`config.mk`:
```
export PLATFORM = sky130hd
export DESIGN_NAME = asp_device_flat
export DESIGN_NICKNAME = d
export VERILOG_FILES = /design/src/design/asp_pkg.sv /design/src/design/asp_if.sv /design/src/design/asp_device.sv /design/src/flat_wrapper.sv
export SDC_FILE = /design/constraint.sdc
export NUM_CORES = 2
export LEC_CHECK = 0
export ABC_AREA = 1
export BUFFER_PORTS_ARGS = -buffer_cell sky130_fd_sc_hd__buf_2
export CAP_MARGIN = 20
export CORE_AREA = 2 2 426 428
export CTS_CLUSTER_DIAMETER = 120
export DETAILED_ROUTE_END_ITERATION = 16
export DIE_AREA = 0 0 428 430
export PLACE_DENSITY = 0.47
export SLEW_MARGIN = 0
export SYNTH_ARGS = -nofsm -noshare
export SYNTH_HDL_FRONTEND = slang
export SYNTH_SLANG_ARGS = --single-unit
```
`constraint.sdc`:
```
create_clock -name CLK -period 3.2 [get_ports CLK]
set_input_delay 0.16 -clock CLK [delete_from_list [all_inputs] [get_ports CLK]]
set_output_delay 0.16 -clock CLK [all_outputs]
set_load 0.02 [all_outputs]
```
`src/design/asp_pkg.sv`:
```
/*
 audio sample packetizer: shared constants.
 assumes: both ends and the bench compile this first.
*/
package asp_pkg;
   // =============================================
   // bus widths
   localparam int unsigned DATA_W = 256; // audio bus
   localparam int unsigned WORD_W = 32;  // one channel word
   localparam int unsigned VAL_W  = 20;  // time stamp, divider
   // =============================================
   // layout select codes, low four bits
   localparam logic [3:0] FMT_LPCM = 4'h0;
   localparam logic [3:0] FMT_3D   = 4'h4;
   localparam logic [3:0] FMT_MST  = 4'h6;
   localparam int unsigned FIRST_BEAT_BIT = 4; // 3D first write
   // =============================================
   // packet types
   localparam logic [7:0] TYPE_ACR  = 8'h01;
   localparam logic [7:0] TYPE_LPCM = 8'h02;
   localparam logic [7:0] TYPE_3D   = 8'h0B;
   localparam logic [7:0] TYPE_MST  = 8'h0E;
   // =============================================
   // word fields and counts
   localparam int unsigned SP_BIT      = 31; // sample present flag
   localparam logic [2:0]  COUNT_FULL  = 3'h4; // four samples
   localparam int unsigned ACR_SHIFT   = 7;  // divider / 128
   localparam int unsigned ACR_DIV_LSB = 32; // divider in body
   // =============================================
   // source end register map (byte addresses)
   localparam logic [7:0] REG_CTRL   = 8'h00;
   localparam logic [7:0] REG_CTS    = 8'h04;
   localparam logic [7:0] REG_DIV    = 8'h08;
   localparam logic [7:0] REG_SEND   = 8'h0C;
   localparam logic [7:0] REG_STATUS = 8'h10;
   localparam logic [7:0] REG_WORD0  = 8'h20;
   localparam int unsigned CTRL_HOLD_BIT = 8;
   localparam logic [19:0] RST_DIV = 20'h01800;
endpackage : asp_pkg

```
`src/design/asp_if.sv`:
```
/*
 audio sample packetizer: link between source logic and device.
 assumes: both ends share CLK; the bench ties them together.
*/
`timescale 1ns/1ps
`default_nettype none
interface asp_if;
   logic [255:0] audio_data;           // eight channel words
   logic         audio_word_qualifier; // beat valid
   logic [4:0]   layout_select;        // format, bit 4 first beat
   logic [19:0]  cycle_time_stamp;     // clock regen time stamp
   logic [19:0]  divider;              // clock regen divider
   // =============================================
   // the documented device end
   modport device (
      input audio_data,
      input audio_word_qualifier,
      input layout_select,
      input cycle_time_stamp,
      input divider
   );
   // =============================================
   // the upstream source end
   modport source (
      output audio_data,
      output audio_word_qualifier,
      output layout_select,
      output cycle_time_stamp,
      output divider
   );
endinterface : asp_if
`default_nettype wire

```
`src/design/asp_device.sv`:
```
/*
 audio sample packetizer, device end: queues qualified audio
 beats, builds sample packets, schedules clock regen packets.
 assumes: one clock; slot strobes come from the packet stream
 arbiter and mean the packet bus is free that cycle.
*/
`timescale 1ns/1ps
`default_nettype none
module asp_device #(
   parameter int unsigned SAMPLES_MAX = 4 // samples per packet
) (
   // clock and reset
   input  wire logic         CLK,
   input  wire logic         RST_N,
   // audio from the source logic
   asp_if.device             AUD,
   // configuration and slot strobes
   input  wire logic         FRL_OPTION,
   input  wire logic         LINK_SLOT,
   input  wire logic         VIDEO_SLOT,
   // auxiliary packets in
   input  wire logic         AUX_IN_VALID,
   input  wire logic [7:0]   AUX_IN_TYPE,
   input  wire logic [255:0] AUX_IN_BODY,
   // packets out
   output logic              PKT_VALID,
   output logic [7:0]        PKT_TYPE,
   output logic              PKT_LAYOUT,
   output logic [3:0]        PKT_PRESENT,
   output logic [1:0]        PKT_INDEX,
   output logic [255:0]      PKT_BODY,
   // auxiliary packets out
   output logic              AUX_OUT_VALID,
   output logic [7:0]        AUX_OUT_TYPE,
   output logic [255:0]      AUX_OUT_BODY,
   // status
   output logic              OVERRUN
);
   // =============================================
   // state
   typedef struct packed {
      logic         q_valid;    // queue entry holds a beat
      logic [255:0] q_data;     // queued audio words
      logic [4:0]   q_fmt;      // layout select of the beat
      logic [255:0] body;       // packet under assembly
      logic [2:0]   count;      // samples in packet
      logic [7:0]   ptype;      // type of packet under assembly
      logic         layout;     // wide layout flag
      logic [3:0]   present;    // per pair present bits
      logic [1:0]   index;      // 3D beat index in packet
      logic [1:0]   beat3d;     // last 3D beat index
      logic [19:0]  acr_cnt;    // samples since last regen
      logic         acr_pend;   // regen packet waiting
      logic         pkt_valid;  // output registers follow
      logic [7:0]   pkt_type;
      logic         pkt_layout;
      logic [3:0]   pkt_present;
      logic [1:0]   pkt_index;
      logic [255:0] pkt_body;
      logic         aux_valid;
      logic [7:0]   aux_type;
      logic [255:0] aux_body;
      logic         overrun;
   } asp_dev_state_type;

   asp_dev_state_type state_reg;  // registered state
   asp_dev_state_type state_next; // its next value

   // =============================================
   // helpers
   // zero every word whose present flag is low
   function automatic logic [255:0] asp_mask(
      input logic [255:0] d);
      logic [255:0] m;
      m = '0;
      for (int i = 0; i < 8; i++) begin
         if (d[i*32 + asp_pkg::SP_BIT]) begin
            m[i*32 +: 32] = d[i*32 +: 32];
         end
      end
      return m;
   endfunction : asp_mask

   // present flag of each channel word
   function automatic logic [7:0] asp_sp(
      input logic [255:0] d);
      logic [7:0] s;
      s = '0;
      for (int i = 0; i < 8; i++) begin
         s[i] = d[i*32 + asp_pkg::SP_BIT];
      end
      return s;
   endfunction : asp_sp

   // one present bit per channel pair or stream
   function automatic logic [3:0] asp_pairs(
      input logic [7:0] s);
      logic [3:0] p;
      p = '0;
      for (int i = 0; i < 4; i++) begin
         p[i] = s[2*i] | s[2*i+1];
      end
      return p;
   endfunction : asp_pairs

   // =============================================
   // next state
   // one pass: emit on a slot, then take from the queue,
   // then refill the queue from the bus
   always_comb begin
      logic         slot;    // packet bus free this cycle
      logic         consume; // queue entry used up
      logic         sample;  // accepted beat starts a sample
      logic [3:0]   fmt;     // low layout bits of queue entry
      logic [7:0]   sp;      // present flags of queue entry
      logic [255:0] m;       // masked queue entry
      logic [19:0]  limit;   // samples per regen interval
      slot    = 1'b0;
      consume = 1'b0;
      sample  = 1'b0;
      fmt     = state_reg.q_fmt[3:0];
      sp      = asp_sp(state_reg.q_data);
      m       = asp_mask(state_reg.q_data);
      limit   = AUD.divider >> asp_pkg::ACR_SHIFT;
      state_next = state_reg;
      state_next.pkt_valid = 1'b0;
      state_next.overrun   = 1'b0;
      // the queue drains on the clock side picked by the option
      slot = FRL_OPTION ? VIDEO_SLOT : LINK_SLOT;

      // emit: clock regen first, it is the rarer and timed one
      if (slot && state_reg.acr_pend) begin
         state_next.pkt_valid   = 1'b1;
         state_next.pkt_type    = asp_pkg::TYPE_ACR;
         state_next.pkt_layout  = 1'b0;
         state_next.pkt_present = 4'h0;
         state_next.pkt_index   = 2'h0;
         state_next.pkt_body    = '0;
         state_next.pkt_body[19:0] = AUD.cycle_time_stamp;
         state_next.pkt_body[asp_pkg::ACR_DIV_LSB +: 20] =
            AUD.divider;
         state_next.acr_pend = 1'b0;
      end else if (slot && state_reg.count != 3'h0) begin
         // any collected samples leave at once
         state_next.pkt_valid   = 1'b1;
         state_next.pkt_type    = state_reg.ptype;
         state_next.pkt_layout  = state_reg.layout;
         state_next.pkt_present = state_reg.present;
         state_next.pkt_index   = state_reg.index;
         state_next.pkt_body    = state_reg.body;
         state_next.count       = 3'h0;
      end

      // take the queued beat into the packet
      if (state_reg.q_valid) begin
         case (fmt)
            asp_pkg::FMT_LPCM: begin
               if (|sp[7:2]) begin
                  // wide layout: one sample fills a packet
                  if (state_next.count == 3'h0) begin
                     state_next.body    = m;
                     state_next.count   = asp_pkg::COUNT_FULL;
                     state_next.ptype   = asp_pkg::TYPE_LPCM;
                     state_next.layout  = 1'b1;
                     state_next.present = asp_pairs(sp);
                     state_next.index   = 2'h0;
                     consume = 1'b1;
                  end
               end else if (state_next.count == 3'h0 ||
                  (!state_next.layout &&
                   state_next.ptype == asp_pkg::TYPE_LPCM &&
                   state_next.count < SAMPLES_MAX[2:0])) begin
                  // two channel layout: stack samples
                  if (state_next.count == 3'h0) begin
                     state_next.body    = '0;
                     state_next.present = 4'h0;
                  end
                  state_next.body[{state_next.count[1:0], 6'h00}
                     +: 64] = m[63:0];
                  state_next.present[state_next.count[1:0]] =
                     |sp[1:0];
                  state_next.count  = state_next.count + 3'h1;
                  state_next.ptype  = asp_pkg::TYPE_LPCM;
                  state_next.layout = 1'b0;
                  state_next.index  = 2'h0;
                  consume = 1'b1;
               end
            end
            asp_pkg::FMT_3D: begin
               // each write of eight channels is one part
               if (state_next.count == 3'h0) begin
                  state_next.body    = m;
                  state_next.count   = asp_pkg::COUNT_FULL;
                  state_next.ptype   = asp_pkg::TYPE_3D;
                  state_next.layout  = 1'b1;
                  state_next.present = asp_pairs(sp);
                  // first write restarts the part index
                  state_next.index =
                     state_reg.q_fmt[asp_pkg::FIRST_BEAT_BIT] ?
                     2'h0 : state_reg.beat3d + 2'h1;
                  state_next.beat3d = state_next.index;
                  consume = 1'b1;
               end
            end
            asp_pkg::FMT_MST: begin
               // one stereo pair per stream, idle streams absent
               if (state_next.count == 3'h0) begin
                  state_next.body    = m;
                  state_next.count   = asp_pkg::COUNT_FULL;
                  state_next.ptype   = asp_pkg::TYPE_MST;
                  state_next.layout  = 1'b0;
                  state_next.present = asp_pairs(sp);
                  state_next.index   = 2'h0;
                  consume = 1'b1;
               end
            end
            default: begin
               // reserved layout: the beat is dropped
               consume = 1'b1;
            end
         endcase
      end
      if (consume) begin
         state_next.q_valid = 1'b0;
      end

      // refill the queue; a full queue loses the beat
      if (AUD.audio_word_qualifier) begin
         if (!state_next.q_valid) begin
            state_next.q_valid = 1'b1;
            state_next.q_data  = AUD.audio_data;
            state_next.q_fmt   = AUD.layout_select;
            sample = (AUD.layout_select[3:0] != asp_pkg::FMT_3D) ||
               AUD.layout_select[asp_pkg::FIRST_BEAT_BIT];
         end else begin
            state_next.overrun = 1'b1;
         end
      end

      // regen interval counted in samples, set wins over send
      if (sample) begin
         if (state_reg.acr_cnt + 20'h1 >= limit) begin
            state_next.acr_cnt  = 20'h0;
            state_next.acr_pend = 1'b1;
         end else begin
            state_next.acr_cnt = state_reg.acr_cnt + 20'h1;
         end
      end

      // auxiliary stream is forwarded untouched
      state_next.aux_valid = AUX_IN_VALID;
      state_next.aux_type  = AUX_IN_TYPE;
      state_next.aux_body  = AUX_IN_BODY;
   end

   // =============================================
   // state register
   always_ff @(posedge CLK or negedge RST_N) begin
      if (!RST_N) begin
         state_reg <= '0;
      end else begin
         state_reg <= state_next;
      end
   end

   // =============================================
   // outputs straight from the state register
   assign PKT_VALID     = state_reg.pkt_valid;
   assign PKT_TYPE      = state_reg.pkt_type;
   assign PKT_LAYOUT    = state_reg.pkt_layout;
   assign PKT_PRESENT   = state_reg.pkt_present;
   assign PKT_INDEX     = state_reg.pkt_index;
   assign PKT_BODY      = state_reg.pkt_body;
   assign AUX_OUT_VALID = state_reg.aux_valid;
   assign AUX_OUT_TYPE  = state_reg.aux_type;
   assign AUX_OUT_BODY  = state_reg.aux_body;
   assign OVERRUN       = state_reg.overrun;
endmodule : asp_device
`default_nettype wire

```
`src/flat_wrapper.sv`:
```
// flat-port wrapper written by rule: the top's interface ports become plain ports
module asp_device_flat 
#(
   parameter int unsigned SAMPLES_MAX = 4                      
)
  (CLK, RST_N, FRL_OPTION, LINK_SLOT, VIDEO_SLOT, AUX_IN_VALID, AUX_IN_TYPE, AUX_IN_BODY, PKT_VALID, PKT_TYPE, PKT_LAYOUT, PKT_PRESENT, PKT_INDEX, PKT_BODY, AUX_OUT_VALID, AUX_OUT_TYPE, AUX_OUT_BODY, OVERRUN, AUD_audio_data, AUD_audio_word_qualifier, AUD_layout_select, AUD_cycle_time_stamp, AUD_divider);
  asp_if AUD_i ();
  input  wire logic CLK;
  input  wire logic RST_N;
  input  wire logic FRL_OPTION;
  input  wire logic LINK_SLOT;
  input  wire logic VIDEO_SLOT;
  input  wire logic AUX_IN_VALID;
  input  wire logic [7:0] AUX_IN_TYPE;
  input  wire logic [255:0] AUX_IN_BODY;
  output logic PKT_VALID;
  output logic [7:0] PKT_TYPE;
  output logic PKT_LAYOUT;
  output logic [3:0] PKT_PRESENT;
  output logic [1:0] PKT_INDEX;
  output logic [255:0] PKT_BODY;
  output logic AUX_OUT_VALID;
  output logic [7:0] AUX_OUT_TYPE;
  output logic [255:0] AUX_OUT_BODY;
  output logic OVERRUN;
  input wire logic [$bits(AUD_i.audio_data)-1:0] AUD_audio_data;
  input wire logic [$bits(AUD_i.audio_word_qualifier)-1:0] AUD_audio_word_qualifier;
  input wire logic [$bits(AUD_i.layout_select)-1:0] AUD_layout_select;
  input wire logic [$bits(AUD_i.cycle_time_stamp)-1:0] AUD_cycle_time_stamp;
  input wire logic [$bits(AUD_i.divider)-1:0] AUD_divider;
  assign AUD_i.audio_data = AUD_audio_data;
  assign AUD_i.audio_word_qualifier = AUD_audio_word_qualifier;
  assign AUD_i.layout_select = AUD_layout_select;
  assign AUD_i.cycle_time_stamp = AUD_cycle_time_stamp;
  assign AUD_i.divider = AUD_divider;
  asp_device #(.SAMPLES_MAX(SAMPLES_MAX)) u_core (.CLK(CLK), .RST_N(RST_N), .AUD(AUD_i), .FRL_OPTION(FRL_OPTION), .LINK_SLOT(LINK_SLOT), .VIDEO_SLOT(VIDEO_SLOT), .AUX_IN_VALID(AUX_IN_VALID), .AUX_IN_TYPE(AUX_IN_TYPE), .AUX_IN_BODY(AUX_IN_BODY), .PKT_VALID(PKT_VALID), .PKT_TYPE(PKT_TYPE), .PKT_LAYOUT(PKT_LAYOUT), .PKT_PRESENT(PKT_PRESENT), .PKT_INDEX(PKT_INDEX), .PKT_BODY(PKT_BODY), .AUX_OUT_VALID(AUX_OUT_VALID), .AUX_OUT_TYPE(AUX_OUT_TYPE), .AUX_OUT_BODY(AUX_OUT_BODY), .OVERRUN(OVERRUN));
endmodule
```
==> flow_summary.json <==
{
  "grt_max_degree": 165,
  "synth_sequential_area_ratio_pct": 57.5,
  "worstHoldPathCells": 2,
  "design.portCount": 1110,
  "dr_total_vias": 40900,
  "fill_cells": 18300,
  "critPathCaptureType": "register",
  "layout-area-overhead-vs-synth_pct": 35.6,
  "cts.repair_timing.setup_buffer_count": 0,
  "multi_input_comb_area_um2": 13700,
  "finalMaxSlewViolations": 0,
  "detail-route-antenna-nets": 0,
  "grt_antenna_before_repair": 46,
  "total_power_mw": 44.6,
  "port-buffer-count": 1109,
  "cts_buffer_depth": 3,
  "drc_errors": 0,
  "crit_arrival_ns": 3.67,
  "hpwl_um": 154000,
  "crit_path_start_kind": "register",
  "maxCapViolations": 0,
  "initial_core_util_pct": 26.4,
  "first_pass_grt_wire_length_um": 311000,
  "worst_slew_pin_slew_ns": 0.989,
  "utilization_pct": 35.8,
  "worst_slack_ns": 0.265,
  "setup_violations": 0,
  "root_buffer": "sky130_fd_sc_hd__clkbuf_16",
  "ctsHtreeMaxLevel": 4,
  "critical-path-slowest-cell": "sky130_fd_sc_hd__dlygate4sd3_1",
  "worst_skew_pair.late_latency_ns": 0.80,
  "grt_overflow": 0,
  "cpPeakStageDelay_ns": 0.64,
  "cts_buffers": 133,
  "layout.cells.non_filler": 8845,
  "p_leak_nw": 32.2,
  "outcome": "completed",
  "synth_nets": 5630,
  "first_global_vias": 41600,
  "yosysUniqueCellTypes": 39,
  "post_route_cells_drive_above_1_share_pct": 22.9,
  "flip_flop_count_of_the_largest_register_all_copies_and_words_added": 555,
  "hold_violations": 0,
  "detailed_route_vias_per_instance": 4.62,
  "path_cells": "nor2_1 -> nand3_2 -> nor2_1 -> nand3_2 -> nand4_4 -> buf_4 -> nand3_1 -> dlygate4sd3_1 -> nand2_1",
  "critical_path_peak_fanout": 32,
  "critical_path_class": "reg2reg",
  "syn_inst": 5040,
  "fp.coreArea_um2": 180000,
  "timing.reg2reg.worst_path_depth": 9,
  "placement.setup.worst_slack_ns": 0.418,
  "synth.avg_cell_area_um2": 9.41,
  "ir_worst_vdd_mv": 0.334,
  "die_width_um": 428,
  "setup-tns-final_ns": 0,
  "fin_crit_sh_pct": 91.7,
  "rsz0062_at_grt": "false",
  "ff_latch_area_um2": 27300,
  "std_cell_rows": 156,
  "clock-skew-final_ns": 0.0253,
  "synth-warning-count": 0,
  "die_height_um": 430,
  "cts_tree": "done",
  "syn_area_um2": 47400,
  "postSynthRegisterBits": 1090,
  "numClockSinks": 1090,
  "worst_hold_path_type": "in2reg",
  "fmax_ghz": 0.341,
  "timing.final.crit_period_ns": 2.94,
  "drt_first_pass_iters": 5,
  "power-per-cell-area_nw_per_um2": 693,
  "die_area_um2": 184000,
  "grt_use_total_pct": 23.3,
  "routed_wl_um": 220000,
  "placed_cells_incl_taps": 7783,
  "timing.critical_path.required_ns": 3.93,
  "drt_iter0_markers": 2873,
  "worst_slew_margin_rel_pct": 34.1,
  "finalNetCount": 6939,
  "clkSlewWorstSetupHoldPaths_ns": 0.06,
  "place_congestion": 0.882,
  "routed_wirelength_normalized_by_instance_count_um": 24.9
}
cells by family after synthesis:
kind of cell	share of synthesized area, %
and+or+nand+nor	16.3
AOI/OAI and AO/OA	11.6
adders and majority gates	0.475
xor gates and xnor gates	0.240
buffers and inverters	13.8
DFF	57.5
Yosys cell counts, drive strengths merged:
master | instances | area, µm²
nand3b | 3 | 22.5
clkbuf | 129 | 484
o211ai | 13 | 97.6
a21oi | 337 | 1690
nor2 | 402 | 1540
nor3 | 5 | 25.0
clkinv | 1 | 3.75
o21ai | 176 | 892
buf | 712 | 5000
a31oi | 1 | 6.26
o221ai | 2 | 17.5
xor2 | 9 | 78.8
and2 | 1 | 6.26
nand2 | 1192 | 4490
a22o | 192 | 1680
o21bai | 3 | 22.5
dfrtp | 1090 | 27300
nand3 | 320 | 1620
o22ai | 34 | 213
o32ai | 94 | 823
a22oi | 8 | 60.1
inv | 287 | 1080
xnor2 | 4 | 35.0
nand4 | 7 | 50.1
ha | 18 | 225
placed cells by master, fill, tap and decap left out, types with 134 or more instances in the layout:
master                             n
sky130_fd_sc_hd__inv_1           273
sky130_fd_sc_hd__o21ai_0         165
sky130_fd_sc_hd__dlygate4sd3_1   800
sky130_fd_sc_hd__nor2_1          388
sky130_fd_sc_hd__nand3_1         313
sky130_fd_sc_hd__a22o_1          192
sky130_fd_sc_hd__dfrtp_1        1090
sky130_fd_sc_hd__clkbuf_16       134
sky130_fd_sc_hd__nand2_1        1184
sky130_fd_sc_hd__a21oi_1         336
sky130_fd_sc_hd__buf_2          1107
power by group:
| part | total [mW] | internal [mW] | leakage (nW) | switching [mW] |
|---|---|---|---|---|
| registers | 18.7 | 16.5 | 13.5 | 2.19 |
| logic | 10.3 | 3.69 | 16.4 | 6.59 |
| clock network | 15.7 | 9.18 | 2.21 | 6.50 |
| total | 44.6 | 29.4 | 32.2 | 15.3 |
layout make-up:
class,instances,area share (%)
sequential,1090,42.4
timing repair buffer,2015,23.0
multi-input combinational,2821,21.3
clock buffer,190,5.99
tap,2370,4.61
inverter,288,1.70
clock inverter,46,0.945
antenna,25,0.0972
final timing paths:
| kind | start | to | slack [ns] |
|---|---|---|---|
| min | AUX_IN_BODY[216] | u_core.AUX_OUT_BODY[216] | 0.06 |
| max in group asynchronous | RST_N | u_core.state_reg[1028] | 2.19 |
| max | u_core.state_reg[967] | u_core.state_reg[841] | 0.26 |
| min reg2reg | u_core.state_reg[1035] | u_core.state_reg[1035] | 0.47 |
| max reg2reg | u_core.state_reg[967] | u_core.state_reg[841] | 0.26 |
| min in group asynchronous | RST_N | u_core.state_reg[1043] | 0.17 |
per-layer routing:
layer  global-route usage (%)  vias up  wire length (µm)
met3                     3.64      447              9940
li1                         -    18600                 -
met2                     38.8     1497            106000
met5                        0        -                13
met4                     16.0        2             16800
met1                     27.7    20400             87400
through the flow:
stage / hold slack [ns] / instance area (µm²)
final: 0.0608 / 64400
after global routing: 0.0182 / 64300
after CTS: 0.00118 / 64300
after detailed placement: 0.173 / 51800
after global placement: 0.170 / 51800
after floorplan: -0.136 / 47400
critical path: cells and delay by family, from the launching register on:
kind / cells / cell delay (ns)
buf+inv: 2 / 1.01
flops: 1 / 0.39
simple gates: 7 / 1.43
what timing repair did:
| action | CTS | global route |
|---|---|---|
| gates resized for setup | 0 | 0 |
| hold buffers | 801 | 0 |
| endpoints found under the hold margin | 1452 | 0 |
| setup endpoints to repair | 0 | 0 |
No activity file was read; power rests on OpenSTA's default activity.
